### src/core/gic_pkg.sv
// Shared constants, types and carriers of the gate input and menu controller
package gic_pkg;
   // ***************************************************
   // Clock and time base
   // ***************************************************
   localparam int CLK_HZ = 20_000_000;
   localparam int TICK_MS = 1;
   localparam int TICK_CYC = CLK_HZ / 1000 * TICK_MS;
   localparam int TW = 18;
   localparam int PROG_HOLD_MS = 1000;
   localparam int EDIT_HOLD_MS = 1000;
   localparam int IDLE_MIN = 3;
   localparam int REV_MS = 500;
   localparam int MS_PER_S = 1000;
   localparam logic [TW-1:0] PROG_HOLD_T = TW'(PROG_HOLD_MS / TICK_MS);
   localparam logic [TW-1:0] EDIT_HOLD_T = TW'(EDIT_HOLD_MS / TICK_MS);
   localparam logic [TW-1:0] IDLE_T = TW'(IDLE_MIN * 60 * 1000 / TICK_MS);
   localparam logic [TW-1:0] REV_T = TW'(REV_MS / TICK_MS);
   localparam logic [TW-1:0] SEC_T = TW'(MS_PER_S / TICK_MS);
   localparam int BLINK_BIT = 8;
   // ***************************************************
   // Programming functions and options
   // ***************************************************
   localparam int NFUNC = 8;
   localparam int OPT_W = 4;
   localparam logic [OPT_W-1:0] OPT_RESET = 4'h0;
   localparam int FN_HAND = 0;
   localparam int FN_SINGLE = 1;
   localparam int FN_AUX = 2;
   localparam int FN_AUTOCLOSE = 3;
   localparam logic [1:0] AUX_OFF = 2'h0;
   localparam logic [1:0] AUX_MAGLOCK = 2'h1;
   localparam logic [1:0] AUX_STROBE = 2'h2;
   localparam logic [1:0] AUX_TICKET = 2'h3;
   // ***************************************************
   // Register map
   // ***************************************************
   localparam int AW = 12;
   localparam logic [AW-1:0] REG_STATUS = 12'h000;
   localparam logic [AW-1:0] REG_INPUTS = 12'h004;
   localparam logic [AW-1:0] REG_OPT0 = 12'h010;
   localparam int ST_GATE_POS = 0;
   localparam int ST_LOCK_POS = 4;
   localparam int ST_PROG_POS = 5;
   localparam int ST_MENU_POS = 8;
   localparam int ST_FUNC_POS = 12;
   localparam logic [1:0] RESP_OKAY = 2'h0;
   localparam logic [1:0] RESP_SLVERR = 2'h2;
   // ***************************************************
   // Types
   // ***************************************************
   typedef enum logic [2:0] {G_CLOSED, G_OPENING, G_OPEN, G_CLOSING, G_STOP, G_REV, G_LOCK} gic_gate_st_t;
   typedef enum logic [2:0] {M_IDLE, M_FUNC, M_SHOW, M_EDIT, M_STORED} gic_menu_st_t;
   typedef struct packed {
      logic sta_open;
      logic sta_close;
      logic sta_stop;
      logic single;
      logic opening_obstruct_in;
      logic closing_obstruct_in;
      logic reversal_contact_in;
      logic exit_loop;
      logic reverse_loop;
      logic shadow_loop;
      logic open_limit;
      logic close_limit;
      logic lock_reset;
      logic btn_up;
      logic btn_down;
      logic btn_enter;
   } gic_in_t;
endpackage

### src/core/gic_gate_ctrl.sv
// Gate input handling, motion control and programming menu with AXI4-Lite registers
//
// Function
// Open, close and stop station presses command matching gate motion.
// Held open input overrides mid-travel stop and suspends auto-close.
// Opening obstruction while moving: stop, reverse briefly, stop.
// After reversal auto-close is disabled; gate waits for a fresh command.
// Repeat obstruction before a limit: stop, lockout, sound alarm.
// Closing obstruction behaves the same during closing travel.
// Reversal contact during closing drives the gate fully open.
// Reverse loop during closing drives the gate fully open.
// Exit loop opens the gate and holds it open while triggered.
// Shadow loop holds the gate fully open while present.
// Auxiliary relay with NO/NC contacts follows gate operation.
// Up and down held one second enters programming; indicator lit.
// Up and down together exits; three idle minutes also exit.
// Up/down step functions; enter shows the current option.
// Decimal points lit whenever an option is shown.
// Enter held one second starts flashing edit; up/down cycle options.
// Enter in edit stores option; then enter/up/down return to functions.
// Right-hand by default; left-hand option mirrors motor direction.
// Single button alternates open/close or cycles open-stop-close-stop.
// All inputs synchronised and debounced before use.
// Lockout blocks all motion until the reset input is pressed.
`timescale 1ns/1ps
module gic_gate_ctrl
   import gic_pkg::*;
#(
   parameter int TICK_CYCLES = TICK_CYC
) (
   // Clock and reset
   input wire logic core_clk,
   input wire logic rst_n,
   // Field contacts, limits and panel buttons
   input wire gic_in_t field_in,
   // Motor drive
   output logic motor_open_r,
   output logic motor_close_r,
   // Alarm beeper and auxiliary relay contacts
   output logic alarm_r,
   output logic aux_no_closed_r,
   output logic aux_nc_closed_r,
   // Programming panel
   output logic prog_led_r,
   output logic disp_dp_r,
   output logic disp_on_r,
   output logic [3:0] disp_code_r,
   // AXI4-Lite slave
   input wire logic [AW-1:0] s_axi_awaddr,
   input wire logic s_axi_awvalid,
   output logic s_axi_awready,
   input wire logic [31:0] s_axi_wdata,
   input wire logic [3:0] s_axi_wstrb,
   input wire logic s_axi_wvalid,
   output logic s_axi_wready,
   output logic [1:0] s_axi_bresp,
   output logic s_axi_bvalid,
   input wire logic s_axi_bready,
   input wire logic [AW-1:0] s_axi_araddr,
   input wire logic s_axi_arvalid,
   output logic s_axi_arready,
   output logic [31:0] s_axi_rdata,
   output logic [1:0] s_axi_rresp,
   output logic s_axi_rvalid,
   input wire logic s_axi_rready
);
   localparam int NIN = $bits(gic_in_t);

   // ***************************************************
   // Helper functions
   // ***************************************************
   // Option window hit for a byte address
   function automatic logic opt_hit(input logic [AW-1:0] a);
      logic [AW-1:0] d;
      d = a - REG_OPT0;
      return (a >= REG_OPT0) && (d[AW-1:2] < 10'(NFUNC));
   endfunction

   // Option index for a byte address inside the window
   function automatic logic [2:0] opt_idx(input logic [AW-1:0] a);
      logic [AW-1:0] d;
      d = a - REG_OPT0;
      return d[4:2];
   endfunction

   // Wrapping up/down step of a menu value
   function automatic logic [3:0] step4(input logic [3:0] v, input logic up);
      return up ? 4'(v + 4'h1) : 4'(v - 4'h1);
   endfunction

   // ***************************************************
   // Time base and input conditioning
   // ***************************************************
   logic [15:0] tick_cnt_r;
   logic tick_r;
   logic [NIN-1:0] sync1_r, sync2_r, samp_r, deb_r, deb_d_r;
   wire tick_end = tick_cnt_r == 16'(TICK_CYCLES - 1);
   wire [NIN-1:0] stable = ~(samp_r ^ sync2_r);

   // One tick per millisecond paces debounce and every timer
   always_ff @(posedge core_clk or negedge rst_n) begin
      if (!rst_n) begin
         tick_cnt_r <= 16'h0000;
         tick_r <= 1'b0;
      end else begin
         tick_cnt_r <= tick_end ? 16'h0000 : 16'(tick_cnt_r + 16'h0001);
         tick_r <= tick_end;
      end
   end

   // Two samples a tick apart must agree before a level is believed
   always_ff @(posedge core_clk or negedge rst_n) begin
      if (!rst_n) begin
         sync1_r <= '0;
         sync2_r <= '0;
         samp_r <= '0;
         deb_r <= '0;
         deb_d_r <= '0;
      end else begin
         sync1_r <= field_in;
         sync2_r <= sync1_r;
         deb_d_r <= deb_r;
         if (tick_r) begin
            samp_r <= sync2_r;
            deb_r <= (stable & sync2_r) | (~stable & deb_r);
         end
      end
   end

   gic_in_t lvl, prs;
   assign lvl = gic_in_t'(deb_r);
   assign prs = gic_in_t'(deb_r & ~deb_d_r);

   // ***************************************************
   // Option store
   // ***************************************************
   logic [OPT_W-1:0] opt_mem [NFUNC];
   wire left_hand = opt_mem[FN_HAND][0];
   wire single_alt = opt_mem[FN_SINGLE][0];
   wire [1:0] aux_mode = opt_mem[FN_AUX][1:0];
   wire [OPT_W-1:0] ac_sec = opt_mem[FN_AUTOCLOSE];
   wire [TW-1:0] ac_load = TW'(ac_sec) * SEC_T;

   // ***************************************************
   // Gate motion control
   // ***************************************************
   gic_gate_st_t st_r, st_nxt;
   logic [TW-1:0] gtim_r, gtim_nxt;
   logic armed_r, armed_nxt, acd_r, acd_nxt, lo_r, lo_nxt, ro_r, ro_nxt;

   // Command decode from debounced presses and levels
   wire moving = (st_r == G_OPENING) || (st_r == G_CLOSING);
   wire sgl_open = prs.single & (single_alt ? (st_r != G_OPEN) :
                   ((st_r == G_CLOSED) || ((st_r == G_STOP) && !lo_r)));
   wire sgl_close = prs.single & (single_alt ? (st_r == G_OPEN) :
                    ((st_r == G_OPEN) || ((st_r == G_STOP) && lo_r)));
   wire sgl_stop = prs.single & !single_alt & moving;
   wire want_open = prs.sta_open | lvl.exit_loop | sgl_open;
   wire cmd_close = prs.sta_close | sgl_close;
   wire want_stop = (prs.sta_stop | sgl_stop) & !lvl.sta_open;
   wire hold_open = lvl.sta_open | lvl.exit_loop | lvl.shadow_loop;
   wire reopen = lvl.reversal_contact_in | lvl.reverse_loop | lvl.shadow_loop | want_open;
   wire ac_fire = !acd_r && (ac_sec != OPT_RESET) && (gtim_r == '0);
   wire gtim_dec = tick_r && (gtim_r != '0);

   // Next state of the gate; obstruction checks take priority over limits
   always_comb begin
      st_nxt = st_r;
      gtim_nxt = gtim_dec ? TW'(gtim_r - 1'b1) : gtim_r;
      armed_nxt = armed_r;
      acd_nxt = acd_r;
      lo_nxt = lo_r;
      ro_nxt = ro_r;
      case (st_r)
         G_CLOSED, G_STOP: begin
            if (want_open) begin
               st_nxt = G_OPENING;
               acd_nxt = 1'b0;
               lo_nxt = 1'b1;
            end else if (cmd_close && (st_r == G_STOP)) begin
               st_nxt = G_CLOSING;
               acd_nxt = 1'b0;
               lo_nxt = 1'b0;
            end
         end
         G_OPENING: begin
            if (lvl.opening_obstruct_in) begin
               if (armed_r) begin
                  st_nxt = G_LOCK;
               end else begin
                  st_nxt = G_REV;
                  ro_nxt = 1'b0;
                  gtim_nxt = REV_T;
                  armed_nxt = 1'b1;
                  acd_nxt = 1'b1;
               end
            end else if (lvl.open_limit) begin
               st_nxt = G_OPEN;
               armed_nxt = 1'b0;
               gtim_nxt = ac_load;
            end else if (want_stop) begin
               st_nxt = G_STOP;
            end else if (cmd_close) begin
               st_nxt = G_CLOSING;
               lo_nxt = 1'b0;
            end
         end
         G_OPEN: begin
            if (hold_open) begin
               gtim_nxt = ac_load;
            end else if (cmd_close || ac_fire) begin
               st_nxt = G_CLOSING;
               lo_nxt = 1'b0;
            end
         end
         G_CLOSING: begin
            if (lvl.closing_obstruct_in) begin
               if (armed_r) begin
                  st_nxt = G_LOCK;
               end else begin
                  st_nxt = G_REV;
                  ro_nxt = 1'b1;
                  gtim_nxt = REV_T;
                  armed_nxt = 1'b1;
                  acd_nxt = 1'b1;
               end
            end else if (reopen) begin
               st_nxt = G_OPENING;
               lo_nxt = 1'b1;
            end else if (lvl.close_limit) begin
               st_nxt = G_CLOSED;
               armed_nxt = 1'b0;
            end else if (want_stop) begin
               st_nxt = G_STOP;
            end
         end
         G_REV: begin
            if (gtim_r == '0) begin
               st_nxt = G_STOP;
            end
         end
         G_LOCK: begin
            if (prs.lock_reset) begin
               st_nxt = G_STOP;
               armed_nxt = 1'b0;
            end
         end
         default: st_nxt = G_STOP;
      endcase
   end

   // Motion drive before hand mirroring
   wire drv_open = (st_r == G_OPENING) || ((st_r == G_REV) && ro_r);
   wire drv_close = (st_r == G_CLOSING) || ((st_r == G_REV) && !ro_r);
   wire aux_on = (aux_mode == AUX_MAGLOCK) ? drv_open :
                 (aux_mode == AUX_STROBE) ? (drv_open | drv_close) :
                 (aux_mode == AUX_TICKET) ? ((st_r != G_OPEN) && (st_r != G_LOCK)) : 1'b0;

   // Gate state and drive outputs
   always_ff @(posedge core_clk or negedge rst_n) begin
      if (!rst_n) begin
         st_r <= G_STOP;
         gtim_r <= '0;
         armed_r <= 1'b0;
         acd_r <= 1'b0;
         lo_r <= 1'b0;
         ro_r <= 1'b0;
         motor_open_r <= 1'b0;
         motor_close_r <= 1'b0;
         alarm_r <= 1'b0;
         aux_no_closed_r <= 1'b0;
         aux_nc_closed_r <= 1'b1;
      end else begin
         st_r <= st_nxt;
         gtim_r <= gtim_nxt;
         armed_r <= armed_nxt;
         acd_r <= acd_nxt;
         lo_r <= lo_nxt;
         ro_r <= ro_nxt;
         motor_open_r <= left_hand ? drv_close : drv_open;
         motor_close_r <= left_hand ? drv_open : drv_close;
         alarm_r <= st_r == G_LOCK;
         aux_no_closed_r <= aux_on;
         aux_nc_closed_r <= !aux_on;
      end
   end

   // ***************************************************
   // Programming menu
   // ***************************************************
   gic_menu_st_t mst_r, mst_nxt;
   logic [2:0] func_r, func_nxt;
   logic [3:0] edit_r, edit_nxt;
   logic [TW-1:0] mtim_r, idle_r;

   wire combo_lvl = lvl.btn_up & lvl.btn_down;
   wire combo_prs = combo_lvl & (prs.btn_up | prs.btn_down);
   wire up_prs = prs.btn_up & !lvl.btn_down;
   wire dn_prs = prs.btn_down & !lvl.btn_up;
   wire step_prs = up_prs | dn_prs;
   wire btn_chg = |(deb_r[2:0] ^ deb_d_r[2:0]);
   wire in_prog = mst_r != M_IDLE;
   wire hold_cond = (mst_r == M_IDLE) ? combo_lvl : (mst_r == M_SHOW) ? lvl.btn_enter : 1'b0;
   wire [3:0] func_step = step4({1'b0, func_r}, up_prs);
   wire menu_wr = (mst_r == M_EDIT) && prs.btn_enter;

   // Menu transitions; the exit combination wins over every other key
   always_comb begin
      mst_nxt = mst_r;
      func_nxt = func_r;
      edit_nxt = edit_r;
      if (mst_r != M_IDLE && (combo_prs || idle_r >= IDLE_T)) begin
         mst_nxt = M_IDLE;
      end else begin
         case (mst_r)
            M_IDLE: begin
               if (mtim_r >= PROG_HOLD_T) begin
                  mst_nxt = M_FUNC;
               end
            end
            M_FUNC: begin
               if (step_prs) begin
                  func_nxt = func_step[2:0];
               end else if (prs.btn_enter) begin
                  mst_nxt = M_SHOW;
               end
            end
            M_SHOW: begin
               if (mtim_r >= EDIT_HOLD_T) begin
                  mst_nxt = M_EDIT;
                  edit_nxt = opt_mem[func_r];
               end else if (step_prs) begin
                  mst_nxt = M_FUNC;
               end
            end
            M_EDIT: begin
               if (step_prs) begin
                  edit_nxt = step4(edit_r, up_prs);
               end else if (prs.btn_enter) begin
                  mst_nxt = M_STORED;
               end
            end
            M_STORED: begin
               if (step_prs || prs.btn_enter) begin
                  mst_nxt = M_FUNC;
               end
            end
            default: mst_nxt = M_IDLE;
         endcase
      end
   end

   // Panel view of the menu
   wire [3:0] code_w = (mst_r == M_FUNC) ? {1'b0, func_r} :
                       (mst_r == M_EDIT) ? edit_r :
                       ((mst_r == M_SHOW) || (mst_r == M_STORED)) ? opt_mem[func_r] : 4'h0;
   wire dp_w = (mst_r == M_SHOW) || (mst_r == M_EDIT) || (mst_r == M_STORED);

   // Menu state, hold and idle timers; the idle count also paces the flash
   always_ff @(posedge core_clk or negedge rst_n) begin
      if (!rst_n) begin
         mst_r <= M_IDLE;
         func_r <= 3'h0;
         edit_r <= 4'h0;
         mtim_r <= '0;
         idle_r <= '0;
         prog_led_r <= 1'b0;
         disp_dp_r <= 1'b0;
         disp_on_r <= 1'b0;
         disp_code_r <= 4'h0;
      end else begin
         mst_r <= mst_nxt;
         func_r <= func_nxt;
         edit_r <= edit_nxt;
         if (!hold_cond || mst_nxt != mst_r) begin
            mtim_r <= '0;
         end else if (tick_r && mtim_r != '1) begin
            mtim_r <= TW'(mtim_r + 1'b1);
         end
         if (!in_prog || btn_chg) begin
            idle_r <= '0;
         end else if (tick_r) begin
            idle_r <= TW'(idle_r + 1'b1);
         end
         prog_led_r <= in_prog;
         disp_dp_r <= dp_w;
         disp_on_r <= (mst_r == M_EDIT) ? idle_r[BLINK_BIT] : in_prog;
         disp_code_r <= code_w;
      end
   end

   // ***************************************************
   // AXI4-Lite slave
   // ***************************************************
   logic aw_have_r, w_have_r;
   logic [AW-1:0] awaddr_r;
   logic [31:0] wdata_r;
   logic [3:0] wstrb_r;

   wire aw_hs = s_axi_awvalid & s_axi_awready;
   wire w_hs = s_axi_wvalid & s_axi_wready;
   wire do_wr = aw_have_r & w_have_r & !s_axi_bvalid;
   wire wr_opt = opt_hit(awaddr_r);
   wire wr_ro = (awaddr_r == REG_STATUS) || (awaddr_r == REG_INPUTS);
   wire opt_we = do_wr & wr_opt & wstrb_r[0];
   wire [2:0] opt_wi = opt_idx(awaddr_r);
   wire ar_hs = s_axi_arvalid & s_axi_arready;
   wire rd_opt = opt_hit(s_axi_araddr);
   wire [31:0] status_w = (32'(st_r) << ST_GATE_POS) | (32'(st_r == G_LOCK) << ST_LOCK_POS) |
                          (32'(in_prog) << ST_PROG_POS) | (32'(mst_r) << ST_MENU_POS) |
                          (32'(func_r) << ST_FUNC_POS);
   wire [31:0] rd_data = (s_axi_araddr == REG_STATUS) ? status_w :
                         (s_axi_araddr == REG_INPUTS) ? 32'(deb_r) :
                         rd_opt ? 32'(opt_mem[opt_idx(s_axi_araddr)]) : 32'h0000_0000;
   wire rd_ok = (s_axi_araddr == REG_STATUS) || (s_axi_araddr == REG_INPUTS) || rd_opt;

   // Write channels are taken independently; one response per address-data pair
   always_ff @(posedge core_clk or negedge rst_n) begin
      if (!rst_n) begin
         aw_have_r <= 1'b0;
         w_have_r <= 1'b0;
         awaddr_r <= '0;
         wdata_r <= 32'h0000_0000;
         wstrb_r <= 4'h0;
         s_axi_awready <= 1'b1;
         s_axi_wready <= 1'b1;
         s_axi_bvalid <= 1'b0;
         s_axi_bresp <= RESP_OKAY;
      end else begin
         if (aw_hs) begin
            aw_have_r <= 1'b1;
            awaddr_r <= s_axi_awaddr;
            s_axi_awready <= 1'b0;
         end
         if (w_hs) begin
            w_have_r <= 1'b1;
            wdata_r <= s_axi_wdata;
            wstrb_r <= s_axi_wstrb;
            s_axi_wready <= 1'b0;
         end
         if (do_wr) begin
            aw_have_r <= 1'b0;
            w_have_r <= 1'b0;
            s_axi_bvalid <= 1'b1;
            s_axi_bresp <= (wr_opt || wr_ro) ? RESP_OKAY : RESP_SLVERR;
         end
         if (s_axi_bvalid && s_axi_bready) begin
            s_axi_bvalid <= 1'b0;
            s_axi_awready <= 1'b1;
            s_axi_wready <= 1'b1;
         end
      end
   end

   // Read answers one cycle after the address is taken
   always_ff @(posedge core_clk or negedge rst_n) begin
      if (!rst_n) begin
         s_axi_arready <= 1'b1;
         s_axi_rvalid <= 1'b0;
         s_axi_rdata <= 32'h0000_0000;
         s_axi_rresp <= RESP_OKAY;
      end else if (ar_hs) begin
         s_axi_arready <= 1'b0;
         s_axi_rvalid <= 1'b1;
         s_axi_rdata <= rd_data;
         s_axi_rresp <= rd_ok ? RESP_OKAY : RESP_SLVERR;
      end else if (s_axi_rvalid && s_axi_rready) begin
         s_axi_rvalid <= 1'b0;
         s_axi_arready <= 1'b1;
      end
   end

   // Option store stands in for non-volatile memory; a bus write beats a menu store
   always_ff @(posedge core_clk or negedge rst_n) begin
      if (!rst_n) begin
         for (int i = 0; i < NFUNC; i++) begin
            opt_mem[i] <= OPT_RESET;
         end
      end else if (opt_we) begin
         opt_mem[opt_wi] <= wdata_r[OPT_W-1:0];
      end else if (menu_wr) begin
         opt_mem[func_r] <= edit_r;
      end
   end
endmodule

### config.mk
export PLATFORM = sky130hd
export DESIGN_NAME = gic_gate_ctrl
export DESIGN_NICKNAME = d
export VERILOG_FILES = /design/src/core/gic_pkg.sv /design/src/core/gic_gate_ctrl.sv
export SDC_FILE = /design/constraint.sdc
export NUM_CORES = 1
export LEC_CHECK = 0
export ABC_AREA = 1
export BUFFER_PORTS_ARGS = -buffer_cell sky130_fd_sc_hd__buf_2
export CAP_MARGIN = 20
export CORE_ASPECT_RATIO = 0.6
export CORE_MARGIN = 5
export CORE_UTILIZATION = 30
export DETAILED_ROUTE_END_ITERATION = 8
export GPL_TIMING_DRIVEN = 0
export PLACE_DENSITY_LB_ADDON = 0.3
export SLEW_MARGIN = 20
export SYNTH_ARGS = -nofsm -noshare
export SYNTH_HDL_FRONTEND = slang
export SYNTH_SLANG_ARGS = --single-unit
### constraint.sdc
create_clock -name core_clk -period 3.1 [get_ports core_clk]
set_input_delay 0.31 -clock core_clk [delete_from_list [all_inputs] [get_ports core_clk]]
set_output_delay 0.31 -clock core_clk [all_outputs]
set_load 0.02 [all_outputs]
==> impl_metrics.csv, run 1 <==
group,metric,value,unit
outcome,status,"finished, final reports clean",
global_routing,overflow,0,
global_routing,busiest_layer,"met1",
worst_setup_path,cp.arrival,3.42,ns
finish,multi_input_area,0.00621,mm²
timing,fin_crit_sh,95.8,%
timing,max_freq,337,MHz
synth,yosys-top-cells-area,"dfrtp_1 45%, nand2_1 14%, inv_1 6.0%",
clocking,clockRootBuffer,"clkbuf_16",
route,vias,11800,
finish,layout-drive-gt1-share,13.6,%
global_routing,grtUsageMet1,24.4,%
finish,final_common_cell,"nand2_1",
worst_setup_path,cpPeakStageDelay,0.61,ns
worst_setup_path,critPathSlowestCell,"fa_2",
route,drt_wl_total,39400,µm
global_routing,grtUsageMet3,4.02,%
power_and_ir_drop,leakage,8.20,nW
placement,gp_congestion,0.982,
synth,yosysSeqAreaShare,46.0,%
global_routing,grt_pass1_vias,11500,
clocking,clock-sinks,246,
finish,diodes,0,
global_routing,antenna_found_initial,0,
clocking,ctsHtreeMaxLevel,1,
finish,final_core_util,36.9,%
timing,worst_slew_pin_slew,0.960,ns
die,std_cell_rows,59,
timing,tns,0,ns
die,die_h,174,µm
worst_setup_path,cp_top_family,"adder cells",
worst_setup_path,cp-start-kind,"flop",
die,io_pins,136,
finish,regArea,0.00617,mm²
synth,synthArstFlopShare,100,%
worst_setup_path,crit_path_cell_trace,"fa_2, inv_1, fa_1, inv_1, ha_4, nand2_1, o21ai_2, xor2_1, inv_1, o21ai_0, nand2_1, nand3_1, nand2_1",
finish,fin_nets,2025,
synth,synth_edf_count,0,
synth,synth_top_family_by_area,"simple AND/OR/NAND/NOR gates",
synth,postSynthAreaPerCell,7.78,µm²
power_and_ir_drop,seqPwrFrac,44.6,%
synth,yosys_warnings,0,
clocking,clk_pin_slew,0.07,ns
timing,layout_min_cycle_time,2.97,ns
run,drv_cap,0,
synth,muxShareOfSynthArea,0,%
synth,synthCells,1721,
timing,maxSlewViolCount,0,
worst_setup_path,crit_type,"reg -> reg",
die,start_util,30.6,%
min_path,hp-class,"in -> reg",
global_routing,grt_max_degree,92,
route,wl_per_cell,15.7,µm
power_and_ir_drop,power_frac_clock,44.4,%
die,die_area,0.0491,mm²
timing,max_slew_margin,35.5,%
worst_setup_path,required,3.55,ns
placement,hpwl,29800,µm
synth,synth_flop_cell,"dfrtp_1",
worst_setup_path,worst_setup_path_end_kind,"flop",
synth,yosysTopAreaCell,"dfrtp_1",
clocking,cts_tree,"yes",
route,drtIter0Drc,1070,
finish,n_fill_cell,4539,
global_routing,met2_usage,22.8,%
synth,synthXorXnorAreaFrac,2.15,%
die,core,0.0437,mm²
synth,synthAdderAreaFrac,4.06,%
power_and_ir_drop,internal-power,5.81,mW
finish,mostFrequentLayoutCells,"504 x nand2_1, 238 x dfrtp_1, 214 x inv_1, 142 x nor2_1, 123 x o21ai_0",
power_and_ir_drop,swShare,26.8,%
synth,syn-cell-area,0.0134,mm²
synth,synth-compound-area-share,10.6,%
clocking,clock_latency,0.56,ns
finish,syn_to_final_growth,20.4,%
worst_setup_path,crit_fanout,4,
worst_setup_path,crit_buf_inv,3,
timing,finalSetupViolCount,0,
power_and_ir_drop,switchingPower,2.12,mW
clocking,cts_max_path_buffers,3,
power_and_ir_drop,comb_power_share,11.0,%
synth,synth.top_cell.area_share,45.1,%
synth,yosys.area_share.simple,28.6,%
route,firstDrtPassIters,5,
timing,hold_viol,0,
synth,synth_cell_types,59,
synth,ys_ff_latch,246,
clocking,cts_buffers,28,
power_and_ir_drop,p_per_area,492,mW/mm²
route,final_antenna_net_count,0,
power_and_ir_drop,peakVddDrop,383,µV
route,drc,0,
die,die_w,283,µm
global_routing,grt_pass1_wl,63400,µm
global_routing,grtUsageTotal,16.0,%
route,vias_per_cell,4.72,
timing,fin_worst_skew,0.0161,ns
placement,io_buffers,86,
area by class of cell:
| type | instances | share of cell area [%] |
|---|---|---|
| clock inverters | 13 | 0.994 |
| multi-input cells | 1223 | 38.5 |
| well taps | 579 | 4.50 |
| flip-flops and latches | 246 | 38.3 |
| inverters | 238 | 5.56 |
| plain buffers | 39 | 1.52 |
| repair buffers | 128 | 5.53 |
| clock buffers | 39 | 5.11 |
cells by family after synthesis:
kind of cell             Yosys count
AND/OR/NAND/NOR                  877
AO/OA/AOI/OAI                    250
adder cells (fa/ha/maj)           38
buffers and inverters            277
XOR/XNOR                          32
other                              1
flip-flops                       246
worst paths after layout:
check / slack (ns) / cells after the start / from / endpoint
min in group asynchronous: 0.30 / 2 / rst_n / gtim_r[17]$_DFF_PN0_
worst max register to register: 0.13 / 13 / ac_sec[2]$_DFFE_PN0P_ / gtim_r[10]$_DFF_PN0_
worst max-delay path: 0.13 / 13 / ac_sec[2]$_DFFE_PN0P_ / gtim_r[10]$_DFF_PN0_
max in group asynchronous: 1.86 / 3 / rst_n / mtim_r[1]$_DFFE_PN0P_
worst min register to register: 0.34 / 0 / sync1_r[8]$_DFF_PN0_ / sync2_r[8]$_DFF_PN0_
worst min-delay path: 0.16 / 4 / s_axi_araddr[4] / s_axi_rdata[3]$_DFFE_PN0P_
flip-flops by register name (all words and copies together), names as in the netlist, 16 cells and up, named ones only:
signal,flops
idle_r,18
s_axi_rdata,16
mtim_r,18
gtim_r,18
tick_cnt_r,16
sync2_r,16
opt_mem,25
samp_r,16
sync1_r,16
per-layer routing:
metal | vias to the layer above | part of all wire, %
li1 | 5859 | -
met1 | 5605 | 50
met2 | 301 | 41
met3 | 48 | 6.8
met4 | 0 | 2.0
met5 | - | 0
power groups by stage:
stage,sequential [mW],combinational (mW),clock (mW)
CTS,3.54,0.879,3.65
detailed placement,3.60,0.839,0
floorplan,3.62,0.473,0
finish,3.54,0.873,3.52
global placement,3.59,0.815,0
global route,3.57,0.991,3.78
tightest hold or removal path, delay by kind of cell:
family | cells | cell delay [ns]
buffers and inverters | 1 | 0.16
AO/OA/AOI/OAI | 1 | 0.06
AND/OR/NAND/NOR | 2 | 0.13
synth_stat cells, types with 3 or more instances:
cell	number
nand4_1	23
nor3_1	33
buf_4	19
o21ai_1	14
o221ai_1	9
o31ai_1	3
fa_1	9
ha_1	29
clkinv_1	3
nand3b_1	6
a211oi_1	4
dfstp_2	5
clkbuf_1	9
nand3_1	106
and3_1	3
nor2_1	142
xor2_1	22
a22oi_1	13
o21ai_2	6
o21ai_0	124
a21oi_1	55
nand2_1	504
o22ai_1	4
dfrtp_1	241
xnor2_1	9
o211ai_1	5
inv_1	214
nor4_1	5
nand2_2	16
nand3_2	4
nor2_4	8
nor3_2	6
inv_2	20
buf_2	7
nor2_2	11
o21bai_1	3
what timing repair did:
item,CTS,global route
cloned,0,0
gates resized for setup,4,6
endpoints found under the hold margin,103,0
setup buffers,2,0
hold buffers,38,0
setup endpoints to repair,3,4
stage by stage:
stage / setup slack (ns) / cells / power [mW] / hold slack, ns / area, µm²
2_1_floorplan: 0.176 / 1746 / 4.10 / 0.0144 / 13500
3_3_place_gp: -2.99 / 2411 / 4.41 / 0.337 / 14600
3_5_place_dp: -0.196 / 2413 / 4.44 / 0.332 / 14700
4_1_cts: 0.0733 / 2505 / 8.07 / 0.133 / 16100
5_1_grt: -0.00821 / 2505 / 8.34 / 0.156 / 16100
6_report: 0.129 / 2505 / 7.93 / 0.159 / 16100
Note: power is estimated with default switching activity, not from simulation.
==> inputs of run 2 (changes only) <==
- CTS_BUF_LIST: not set -> sky130_fd_sc_hd__clkbuf_4
- RECOVER_POWER: not set -> 25
==> run 2 against run 1 <==
The run now ends with max-capacitance violations, max-slew violations left; global-route usage up 0.61 points; maximum frequency hardly changed; routed wire length is 2.0% higher; core utilization fell by 0.097 points; clock power fell by 5.7%; cell area shrank 0.26%; critical path type unchanged.
==> impl_metrics.csv, run 2 (synthesized netlist as in run 1, its figures left out) <==
group,metric,value,unit
global_routing,grtUsageTotal,16.6,%
die,io_pins,136,
clocking,ctsHtreeMaxLevel,3,
global_routing,antenna_found_initial,3,
timing,max_freq,336,MHz
worst_setup_path,worst_setup_path_end_kind,"flop",
worst_setup_path,cpPeakStageDelay,0.57,ns
power_and_ir_drop,finalPower,7.75,mW
die,die_w,283,µm
route,firstDrtPassIters,5,
route,drtIter0Drc,1049,
timing,fin_crit_sh,95.9,%
finish,final_common_cell,"nand2_1",
worst_setup_path,critPathSlowestCell,"fa_2",
timing,grt_setup_unrepaired,"false",
min_path,hp-class,"in -> reg",
finish,final_cells,2570,
finish,largest_reg_flops,25,
worst_setup_path,cp-start-kind,"flop",
clocking,clk_pin_slew,0.08,ns
timing,layout_min_cycle_time,2.97,ns
timing,finalSetupViolCount,0,
timing,fin_worst_skew,0.0359,ns
clocking,cts_tree,"yes",
finish,fin_nets,2067,
die,die_h,174,µm
timing,hold_viol,0,
worst_setup_path,crit_buf_inv,2,
global_routing,overflow,0,
timing,max_slew_margin,-34.8,%
power_and_ir_drop,p_per_area,482,mW/mm²
power_and_ir_drop,peakVddDrop,251,µV
global_routing,grt_pass1_vias,11800,
run,drv_cap,1,
worst_setup_path,crit_type,"reg -> reg",
worst_setup_path,crit_path_cell_trace,"fa_2, inv_1, fa_1, ha_1, a21oi_1, o21ai_2, xor2_1, inv_1, o21ai_0, nand2_1, nand3_1, nand2_1",
route,vias_per_cell,4.72,
placement,io_buffers,86,
global_routing,busiest_layer,"met1",
finish,layout-drive-gt1-share,15.8,%
finish,mostFrequentLayoutCells,"504 x nand2_1, 238 x dfrtp_1, 214 x inv_1, 142 x nor2_1, 123 x o21ai_0",
outcome,status,"finished with violations",
route,final_antenna_net_count,0,
timing,tns,0,ns
clocking,cts_buffers,67,
die,start_util,30.6,%
finish,regMostFlops,"opt_mem",
power_and_ir_drop,leakage,8.26,nW
die,core,0.0437,mm²
finish,fin_area,0.0161,mm²
outcome,violations,"max-capacitance violations, max-slew violations",
worst_setup_path,required,3.73,ns
clocking,cts_max_path_buffers,3,
timing,hold_ws,0.0927,ns
clocking,clock-sinks,246,
global_routing,grtUsageMet3,5.38,%
route,wl_per_cell,15.6,µm
worst_setup_path,crit_fanout,6,
timing,maxSlewViolCount,70,
clocking,clockRootBuffer,"clkbuf_4",
placement,dpl_cell_area,0.0147,mm²
die,std_cell_rows,59,
route,drc,0,
placement,hpwl,29800,µm
placement,gp_congestion,0.982,
worst_setup_path,cp_top_family,"adder cells",
die,die_area,0.0491,mm²
global_routing,grt_pass1_wl,64800,µm
placement,preCtsSetupSlack,-0.196,ns
timing,worst_slew_pin_slew,2.02,ns
global_routing,met2_usage,22.7,%
finish,syn_to_final_growth,20.1,%
worst_setup_path,cp.arrival,3.60,ns
route,vias,12100,
global_routing,grtUsageMet1,24.8,%
route,drt_wl_total,40200,µm
timing,worst_slack,0.128,ns
finish,n_fill_cell,4576,
clocking,clock_latency,0.75,ns
placement,dp.cells,2413,
global_routing,grt_max_degree,92,
finish,final_core_util,36.8,%
[run 2: changes by cell type in the layout (fill, tap and decap cells not counted), sizes merged]
cell	delta
inv	-2
clkbuf	+54
dlygate4sd3	+3
clkinv	+7
bufinv	+3
diode	+3
buf	-3
[run 2: layer usage]
| layer | wire length (µm) | up-vias |
|---|---|---|
| li1 | - | 5974 |
| met1 | 19700 | 5708 |
| met2 | 16300 | 383 |
| met3 | 3300 | 75 |
| met4 | 931 | 2 |
| met5 | 6 | - |
[run 2: final cells by class]
cell class              instances  area, µm²  area share (%)
well taps                     579        724            4.51
repair buffers                131        908            5.65
clock buffers                  90        676            4.20
diodes                          3       7.51          0.0467
multi-input cells            1223       6200            38.6
flip-flops and latches        246       6170            38.4
plain buffers                  39        245            1.53
clock inverters                21        253            1.57
inverters                     238        896            5.57
[run 2: repair_timing]
action / CTS / global route
hold buffers: 41 / 0
gates resized for setup: 3 / 5
hold endpoints to repair: 109 / 0
buffers inserted: 2 / 0
endpoints found under the setup margin: 4 / 4
[run 2: worst reg2reg max path, cell delays in order, from the launching register on]
cell and delay, ns:
dfrtp_2 0.45, fa_2 0.57, inv_1 0.09, fa_1 0.47, ha_1 0.38, a21oi_1 0.22, o21ai_2 0.10, xor2_1 0.14
inv_1 0.08, o21ai_0 0.14, nand2_1 0.09, nand3_1 0.08, nand2_1 0.05
[run 2: path summary, 6_finish.rpt]
| path | startpoint | end | slack (ns) | depth (start not counted) |
|---|---|---|---|---|
| setup / recovery | ac_sec[1]$_DFFE_PN0P_ | gtim_r[10]$_DFF_PN0_ | 0.13 | 12 |
| min in group asynchronous | rst_n | gtim_r[17]$_DFF_PN0_ | 0.65 | 2 |
| setup reg to reg | ac_sec[1]$_DFFE_PN0P_ | gtim_r[10]$_DFF_PN0_ | 0.13 | 12 |
| hold / removal | s_axi_araddr[0] | s_axi_rresp[1]$_DFFE_PN0P_ | 0.09 | 5 |
| max in group asynchronous | rst_n | ac_sec[2]$_DFFE_PN0P_ | 1.07 | 2 |
| hold reg to reg | sync1_r[5]$_DFF_PN0_ | sync2_r[5]$_DFF_PN0_ | 0.34 | 0 |
[run 2: where the power goes]
| part | switching, mW | total [mW] | leakage (nW) | internal [mW] |
|---|---|---|---|---|
| sequential | 0.126 | 3.54 | 3.25 | 3.41 |
| combinational | 0.600 | 0.891 | 4.47 | 0.290 |
| clock | 1.47 | 3.32 | 0.534 | 1.85 |
| total | 2.20 | 7.75 | 8.26 | 5.56 |
